## src/verilog/stq_pkg.sv

```systemverilog
package stq_pkg;

	// ------------------------------------------------------------
	// Sizes
	// ------------------------------------------------------------
	localparam int CH_N      = 16;            // Probed channels
	localparam int TW        = 32;            // Elapsed-time counter width
	localparam int CLK_NS    = 10;            // Sample clock period
	// Smallest qualification time, rounded up to whole cycles
	localparam int MIN_QUAL_NS  = 2;
	localparam int MIN_QUAL_CYC = (MIN_QUAL_NS + CLK_NS - 1) / CLK_NS;
	localparam logic [TW-1:0] TMAX = {TW{1'b1}};
	localparam logic [TW-1:0] T_RST = 32'h0000_0000;
	localparam logic [15:0]   CNT16_RST = 16'h0000;

	// ------------------------------------------------------------
	// Per-channel level and combining function
	// ------------------------------------------------------------
	typedef enum logic [1:0] {LV_X, LV_HI, LV_LO} stq_lvl_e;
	typedef enum logic [1:0] {FN_AND, FN_NAND, FN_OR, FN_NOR} stq_fn_e;
	typedef enum logic [2:0] {
		Q_GT, Q_LT, Q_TIMEOUT, Q_INSIDE, Q_OUTSIDE
	} stq_qual_e;

	// One pattern: per-channel levels and combining function
	typedef struct packed {
		stq_lvl_e [CH_N-1:0] lvl;
		stq_fn_e             fn;
	} stq_pat_s;

	// Time qualification setup
	typedef struct packed {
		stq_qual_e       qual;
		logic [TW-1:0]   lim_lo;   // Limit, or lower limit in range mode
		logic [TW-1:0]   lim_hi;   // Upper limit in range mode
	} stq_tq_s;

	// Acquisition control
	typedef struct packed {
		logic        auto_mode;
		logic        single;
		logic [15:0] pre_len;     // Pretrigger samples
		logic [15:0] post_len;    // Posttrigger samples
		logic [15:0] dly_post_len;// Posttrigger samples of delayed record
		logic        dly_en;      // Delayed trigger in use
		logic [TW-1:0] auto_wait; // Auto-mode wait in cycles
	} stq_acq_s;

	// Status lamps
	typedef struct packed {
		logic trigd;
		logic ready;
		logic armed;
	} stq_stat_s;

endpackage

```

## src/verilog/stq_trigger.sv

```systemverilog
`timescale 1ns/1ns
`default_nettype none
// Summary of operation
// [RULE_01] Minimum qualification is one cycle, fires promptly
// [RULE_02] End pattern considered only after start
// [RULE_03] Start pattern true starts elapsed timer
// [RULE_04] Watch end pattern while timer runs
// [RULE_05] Time-out triggers when timer reaches limit
// [RULE_06] Time-out: early end pattern rearms
// [RULE_07] Other qualifiers trigger at end pattern
// [RULE_08] Greater-than: gap must exceed limit
// [RULE_09] Less-than: gap must be below limit
// [RULE_10] Range: lower/upper limits, inside or outside
// [RULE_11] Force starts acquisition without trigger
// [RULE_12] Force works in holdoff, not when stopped
// [RULE_13] Single-shot: one trigger, stop, await run
// [RULE_14] Triggered lamp while filling posttrigger
// [RULE_15] Ready lamp while awaiting a trigger
// [RULE_16] Armed lamp while filling pretrigger
// [RULE_17] Delayed wait shows triggered plus ready
// [RULE_18] Midpoint command sets threshold halfway
// [RULE_19] Patterns use per-channel match, selectable function
// [RULE_20] All don't-care pattern never matches
// [RULE_21] Normal mode acquires only on trigger
// [RULE_22] Auto mode forces after wait elapses
// [RULE_23] Elapsed counter saturates, never wraps
// [RULE_24] Finished sequence clears timer, rearms
module stq_trigger
	import stq_pkg::*;
(
	input  wire logic            clk,
	input  wire logic            rst_n,
	input  wire logic [CH_N-1:0] probe,              // Probed inputs
	input  wire stq_pat_s        start_pat,          // Start pattern
	input  wire stq_pat_s        end_pat,            // End pattern
	input  wire stq_tq_s         tq,                 // Time qualification
	input  wire stq_acq_s        acq,                // Acquisition setup
	input  wire logic            run_cmd,            // Run pulse
	input  wire logic            stop_cmd,           // Stop pulse
	input  wire logic            force_trig,         // Force pulse
	input  wire logic            dly_event,          // Delayed trigger event
	input  wire logic            midpoint_level_set, // Midpoint command pulse
	input  wire logic [11:0]     peak_hi,            // Observed upper peak
	input  wire logic [11:0]     peak_lo,            // Observed lower peak
	output logic                 trig_pulse,         // Trigger point strobe
	output logic                 acq_running,        // Acquisition system on
	output stq_stat_s            status,             // Lamps
	output logic [11:0]          threshold           // Trigger threshold
);

	// ------------------------------------------------------------
	// Reset release
	// ------------------------------------------------------------
	logic rs1_q;   // First stage, read only by second
	logic rs2_q;   // Internal reset, active low

	always_ff @(posedge clk or negedge rst_n)
	begin
		if (!rst_n)
		begin
			rs1_q <= 1'b0;
			rs2_q <= 1'b0;
		end
		else
		begin
			rs1_q <= 1'b1;
			rs2_q <= rs1_q;
		end
	end

	// ------------------------------------------------------------
	// Pattern evaluation
	// ------------------------------------------------------------
	// Shared by start and end; an all don't-care setup never matches
	function automatic logic pat_true(input stq_pat_s p, input logic [CH_N-1:0] x);
		logic any_and;
		logic any_or;
		logic used;
		logic r;
		any_and = 1'b1;
		any_or  = 1'b0;
		used    = 1'b0;
		for (int i = 0; i < CH_N; i++)
		begin
			if (p.lvl[i] == LV_HI || p.lvl[i] == LV_LO)
			begin
				used    = 1'b1;
				any_and = any_and & ((p.lvl[i] == LV_HI) == x[i]);   // [RULE_19]
				any_or  = any_or  | ((p.lvl[i] == LV_HI) == x[i]);
			end
		end
		case (p.fn)
			FN_AND:  r = any_and;
			FN_NAND: r = ~any_and;
			FN_OR:   r = any_or;
			FN_NOR:  r = ~any_or;
			default: r = 1'b0;
		endcase
		return used & r;   // [RULE_20]
	endfunction

	logic start_hit;   // Start pattern true now
	logic end_hit;     // End pattern true now

	always_comb
	begin
		start_hit = pat_true(start_pat, probe);
		end_hit   = pat_true(end_pat, probe);
	end

	// ------------------------------------------------------------
	// Sequence qualifier
	// ------------------------------------------------------------
	typedef enum logic {SQ_IDLE, SQ_TIMING} stq_sq_e;
	stq_sq_e       sq_q, sq_d;      // Sequence state
	logic [TW-1:0] gap_q, gap_d;    // Elapsed cycles since start
	logic          seq_hit;         // Qualified sequence trigger
	logic          listen;          // Trigger system accepting events
	logic [TW-1:0] lim_eff;         // Limit floored at one cycle

	// Sequence watcher: runs only while a trigger can be taken
	always_comb
	begin
		sq_d    = sq_q;
		gap_d   = gap_q;
		seq_hit = 1'b0;
		// For greater-than and time-out, a limit below the hardware minimum acts as the minimum
		lim_eff = (tq.lim_lo < TW'(MIN_QUAL_CYC)) ? TW'(MIN_QUAL_CYC) : tq.lim_lo;   // [RULE_01]
		if (!listen)
		begin
			sq_d  = SQ_IDLE;
			gap_d = T_RST;
		end
		else
		begin
			case (sq_q)
				SQ_IDLE:
				begin
					if (start_hit)   // [RULE_02]
					begin
						sq_d  = SQ_TIMING;   // [RULE_03]
						gap_d = T_RST;
					end
				end
				SQ_TIMING:
				begin
					// Saturate so very long gaps still compare as long
					gap_d = (gap_q == TMAX) ? TMAX : gap_q + 1'b1;   // [RULE_23]
					if (tq.qual == Q_TIMEOUT)
					begin
						if (end_hit)
							sq_d = SQ_IDLE;   // [RULE_06]
						else if (gap_d >= lim_eff)
						begin
							seq_hit = 1'b1;   // [RULE_05]
							sq_d    = SQ_IDLE;
						end
					end
					else if (end_hit)   // [RULE_04]
					begin
						sq_d = SQ_IDLE;   // [RULE_24]
						case (tq.qual)   // [RULE_07]
							Q_GT:      seq_hit = (gap_d > lim_eff);   // [RULE_08]
							Q_LT:      seq_hit = (gap_d < tq.lim_lo);   // [RULE_09]
							Q_INSIDE:  seq_hit = (gap_d >= tq.lim_lo) && (gap_d <= tq.lim_hi);   // [RULE_10]
							Q_OUTSIDE: seq_hit = (gap_d < tq.lim_lo) || (gap_d > tq.lim_hi);   // [RULE_10]
							default:   seq_hit = 1'b0;
						endcase
					end
					if (sq_d == SQ_IDLE)
						gap_d = T_RST;   // [RULE_24]
				end
				default:
				begin
					sq_d  = SQ_IDLE;
					gap_d = T_RST;
				end
			endcase
		end
	end

	always_ff @(posedge clk or negedge rs2_q)
	begin
		if (!rs2_q)
		begin
			sq_q  <= SQ_IDLE;
			gap_q <= T_RST;
		end
		else
		begin
			sq_q  <= sq_d;
			gap_q <= gap_d;
		end
	end

	// ------------------------------------------------------------
	// Acquisition state
	// ------------------------------------------------------------
	typedef enum logic [2:0] {AQ_STOP, AQ_PRE, AQ_READY, AQ_POST, AQ_DLY_WAIT, AQ_DLY_POST}
		stq_aq_e;
	stq_aq_e       aq_q, aq_d;       // Acquisition state
	logic [15:0]   cnt_q, cnt_d;     // Sample count in current phase
	logic [TW-1:0] auto_q, auto_d;   // Auto-mode wait counter
	logic          trig_d;           // Trigger strobe next value
	logic          run_d;            // Running flag next value
	stq_stat_s     stat_d;           // Lamps next value

	always_comb
	begin
		aq_d   = aq_q;
		cnt_d  = cnt_q;
		auto_d = auto_q;
		trig_d = 1'b0;
		listen = (aq_q == AQ_READY);   // [RULE_21]
		case (aq_q)
			AQ_STOP:
			begin
				// Force is ignored here: it never restarts a stopped system
				if (run_cmd)   // [RULE_12]
				begin
					aq_d  = AQ_PRE;
					cnt_d = CNT16_RST;
				end
			end
			AQ_PRE:
			begin
				// Pretrigger holdoff; force still breaks through
				cnt_d = cnt_q + 1'b1;
				if (force_trig)   // [RULE_12]
				begin
					aq_d   = AQ_POST;
					trig_d = 1'b1;
					cnt_d  = CNT16_RST;
				end
				else if (cnt_d >= acq.pre_len)
				begin
					aq_d   = AQ_READY;
					auto_d = T_RST;
				end
			end
			AQ_READY:
			begin
				auto_d = (auto_q == TMAX) ? TMAX : auto_q + 1'b1;
				if (seq_hit || force_trig ||   // [RULE_11]
					(acq.auto_mode && auto_d >= acq.auto_wait))   // [RULE_22]
				begin
					aq_d   = acq.dly_en ? AQ_DLY_WAIT : AQ_POST;
					trig_d = 1'b1;
					cnt_d  = CNT16_RST;
				end
			end
			AQ_DLY_WAIT:
			begin
				if (dly_event)   // [RULE_17]
				begin
					aq_d  = AQ_DLY_POST;
					cnt_d = CNT16_RST;
				end
			end
			AQ_POST, AQ_DLY_POST:
			begin
				cnt_d = cnt_q + 1'b1;
				if (cnt_d >= ((aq_q == AQ_POST) ? acq.post_len : acq.dly_post_len))
				begin
					// Single shot stops after one record; else rearm
					aq_d  = acq.single ? AQ_STOP : AQ_PRE;   // [RULE_13]
					cnt_d = CNT16_RST;
				end
			end
			default:
				aq_d = AQ_STOP;
		endcase
		// Stop wins over everything in flight, a same-cycle strobe too
		if (stop_cmd)
		begin
			aq_d   = AQ_STOP;
			trig_d = 1'b0;
		end
		run_d       = (aq_d != AQ_STOP);
		stat_d.armed = (aq_d == AQ_PRE);   // [RULE_16]
		stat_d.ready = (aq_d == AQ_READY) || (aq_d == AQ_DLY_WAIT);   // [RULE_15]
		stat_d.trigd = (aq_d == AQ_POST) || (aq_d == AQ_DLY_WAIT) ||   // [RULE_14]
			(aq_d == AQ_DLY_POST);   // [RULE_17]
	end

	// Midpoint of peaks, summed wide to avoid overflow
	logic [11:0] thr_d;
	logic [12:0] psum;

	always_comb
	begin
		psum  = {1'b0, peak_hi} + {1'b0, peak_lo};
		thr_d = midpoint_level_set ? psum[12:1] : threshold;   // [RULE_18]
	end

	always_ff @(posedge clk or negedge rs2_q)
	begin
		if (!rs2_q)
		begin
			aq_q        <= AQ_STOP;
			cnt_q       <= CNT16_RST;
			auto_q      <= T_RST;
			trig_pulse  <= 1'b0;
			acq_running <= 1'b0;
			status      <= '0;
			threshold   <= 12'h000;
		end
		else
		begin
			aq_q        <= aq_d;
			cnt_q       <= cnt_d;
			auto_q      <= auto_d;
			trig_pulse  <= trig_d;
			acq_running <= run_d;
			status      <= stat_d;
			threshold   <= thr_d;
		end
	end

endmodule
`default_nettype wire

```

## config.mk

```make
export PLATFORM = sky130hd
export DESIGN_NAME = stq_trigger
export DESIGN_NICKNAME = d
export VERILOG_FILES = /design/src/verilog/stq_pkg.sv /design/src/verilog/stq_trigger.sv
export SDC_FILE = /design/constraint.sdc
export NUM_CORES = 1
export LEC_CHECK = 0
export BUFFER_PORTS_ARGS = -buffer_cell sky130_fd_sc_hd__buf_2
export CORE_AREA = 3 3 168 170
export CTS_BUF_LIST = sky130_fd_sc_hd__clkbuf_4 sky130_fd_sc_hd__clkbuf_8
export DETAILED_ROUTE_END_ITERATION = 12
export DIE_AREA = 0 0 171 173
export PLACE_DENSITY = 0.75
export SYNTH_ARGS = -nofsm -noshare
export SYNTH_HDL_FRONTEND = slang
export SYNTH_SLANG_ARGS = --single-unit
```

## constraint.sdc

```tcl
create_clock -name clk -period 3.6 [get_ports clk]
set_clock_uncertainty 0.05 [all_clocks]
set_input_delay 0.72 -clock clk [delete_from_list [all_inputs] [get_ports clk]]
set_output_delay 0.72 -clock clk [all_outputs]
set_load 0.005 [all_outputs]
```

==> reports/qor.yml <==
layout:
  syn_to_final_growth_pct: 36.6
  drive_gt1_frac: 0.317
  fin_nets: 2470
  post-route-util: 0.608
yosys:
  netlist_instances: 1500
  synth.cell_area_um2: 12000
  synth_area_leader_cell: "dfrtp_1"
  synth_edf_count: 0
  ys_seq_elements: 103
  synth.top_cell.area_share: 0.216
  synth.most_common_cell: "inv_1"
  synth_cell_types: 70
  ys_top_cells_by_count: "230 x inv_1, 206 x ha_1, 121 x nand2_1"
  yosysWarnings: 0
  yosys-top-cells-area: "dfrtp_1 22%, ha_1 22%, inv_1 7.2%"
  synth_ff_type: "dfrtp_1"
  synthArstFlopShare: 1.00
  avgSynthCellArea_um2: 7.97
  syn-num-nets: 1972
  synth_seq_area_share: 0.216
sta:
  worstMarginPinSlew_ps: 911
  fmax_ghz: 0.218
  max_slew_margin: 0.390
  finalSetupViolCount: 55
  rsz0062_at_grt: "true"
  setup_ws_ps: -983
  finalCritPeriodShare: 1.27
  layout_min_cycle_time_ps: 4580
  hold_viol: 0
  slew_violations: 0
  hold_ws_ps: 43.5
pwr:
  powerDensity_nw_per_um2: 205
  p_leak_nw: 9.37
  ir_worst_vdd_mv: 0.151
worst_setup_path:
  reg2reg_from: "gap_q[8]"
  r2r-end: "status[2]"
  critPathArrivalTime_ps: 4820
  critPathMaxFanout: 5
  ff2ff_path_depth: 23
  worstPathRequired_ps: 3840
  worst-setup-path-type: "register to register"
  setup.worst_path.start: "gap_q[8]"
  end_kind: "register"
  start_kind: "register"
  rrSetupSlack_ps: -980
grt:
  grt.overflow.total: 0
  grt_pass1_wl_um: 59100
  grt_max_degree: 59
  antenna_found_initial: 3
  grt_util_all_layers: 0.239
  grt_pass1_vias: 12700
die:
  dieArea_um2: 29600
  die_w_um: 171
  initial_core_util: 0.445
  dieHeight_um: 173
  pin_count: 282
  core-area_um2: 26900
  placementRows: 60
placed_design:
  io_buffers: 281
  dpl.hpwl_um: 30700
  place.gp.congestion: 0.952
clocking:
  cts_buffers: 9
  clkTransAtPathRegs_ps: 110
  clk_latency_ps: 400
  cts.htree.levels: 3
  cts_tree: "built"
  clock-root-buffer: "clkbuf_8"
  clock_sinks: 103
  cts_buffer_depth: 2
route:
  wl_met2_um: 19100
  wl_per_cell_um: 16.0
  drt-total-wl_um: 37500
  vias_per_cell: 5.51
  highest_layer: "met4"
  detailroute.wirelength.met3_um: 1790
  drtIter0Drc: 782
  detail_route.drc_violations: 0
  ant_nets: 0
  num_vias: 12900
  drt-met1-wl_um: 15900
  dr.pass1.iters: 5
flow_run:
  drv_cap: 0
run_status:
  failed_checks: "setup timing"
  status: "complete, but fails checks"
hold_path:
  holdCritPathClass: "primary input to async pin"
==> state kept, by name, indices dropped and copies added (netlist names), 3 cells and up <==
signal / count
status: 3
auto_q: 32
aq_q: 3
gap_q: 32
cnt_q: 16
threshold: 12
==> where the power goes <==
group          switching [W]  total [W]  leakage, nW  internal (W)
Clock               0.000441   0.000776       0.0978      0.000334
Combinational       0.000642    0.00126         7.88      0.000615
Sequential         0.0000730    0.00132         1.40       0.00124
==> cell usage in the layout (no fill, tap or decap), types with 7 or more instances in the layout <==
cell type	n
and3_4	7
and3_1	12
ha_1	200
nor2_1	58
nor3_1	16
buf_4	225
a211oi_1	9
o21ai_0	85
a21o_1	42
mux2i_1	17
inv_1	230
a21oi_1	81
o22ai_1	19
nand3_1	39
buf_6	9
xnor2_1	51
nand4_1	53
nand2b_1	25
mux2_2	9
a22oi_1	7
clkbuf_8	9
buf_2	281
a22o_1	53
nand2_1	117
and4_1	9
nor3_2	8
xor2_1	40
nor4_1	19
nor2b_1	13
dfrtp_1	102
==> cell type report <==
type                            instances  area [um2]
Tap cell                              341         427
Antenna cell                            4        10.0
Inverter                              231         867
Sequential cell                       103        2580
Clock buffer                           10         131
Timing Repair Buffer                  522        3360
Clock inverter                          6        70.1
Fill cell                            2336       10500
Multi-Input combinational cell       1131        8880
==> stage by stage <==
step | power [W] | TNS [ps] | setup slack [ps] | area [um2] | std cells
after global placement | 0.00250 | -40300 | -1050 | 15500 | 2311
after floorplan | 0.00203 | -22080 | -819 | 12100 | 1500
after CTS | 0.00333 | -43640 | -998 | 16000 | 2338
after detailed placement | 0.00255 | -45810 | -1160 | 15500 | 2311
final | 0.00335 | -44030 | -983 | 16300 | 2348
after global routing | 0.00356 | -56800 | -1200 | 16300 | 2348
==> what timing repair did <==
item | in CTS | in global routing
pin swaps | 10 | 35
resized for setup | 33 | 48
hold buffers | 0 | 0
cloned | 3 | 0
endpoints found under the setup margin | 65 | 89
setup buffers | 8 | 6
==> worst max-delay path, cell delays in order (launching register included) <==
cell	delay, ps
dfrtp_1	360
and4_1	210
and4_1	200
nand4_1	110
buf_6	160
nor4_4	160
and2_1	210
and2b_2	210
nand2_2	150
nand3_1	150
o21a_2	200
ha_1	250
nand4_1	210
buf_4	150
a21oi_1	40
a2111oi_1	270
buf_4	190
o21ai_2	60
a211oi_2	270
o311a_4	280
buf_4	120
buf_6	90
o22ai_4	70
o311a_1	300
==> layer usage <==
metal | up-vias | track usage
li1 | 6330 | -
met2 | 410 | 0.426
met5 | - | 0
met4 | 0 | 0.0684
met3 | 52 | 0.0249
met1 | 6153 | 0.304
==> worst max path at each step <==
stage,slack (ps),depth (start not counted),endpoint
after floorplan,-820,21,cnt_q[9]
after global placement,-1050,22,cnt_q[0]
after detailed placement,-1160,22,cnt_q[0]
after CTS,-1000,22,cnt_q[0]
after global routing,-1200,22,cnt_q[0]
final,-980,23,status[2]
==> cells by family (layout without fill, tap and decap cells) <==
logic type,Yosys count,in the layout,share of synthesized area
AO/OA/AOI/OAI,376,376,0.207
XOR/XNOR,97,97,0.0710
adder cells (fa/ha/maj),208,208,0.218
buffers and inverters,266,769,0.0844
flip-flops,103,103,0.216
multiplexers,28,28,0.0249
other,1,5,0.000314
AND/OR/NAND/NOR,421,421,0.179
Note: power is estimated with default switching activity, not from simulation.
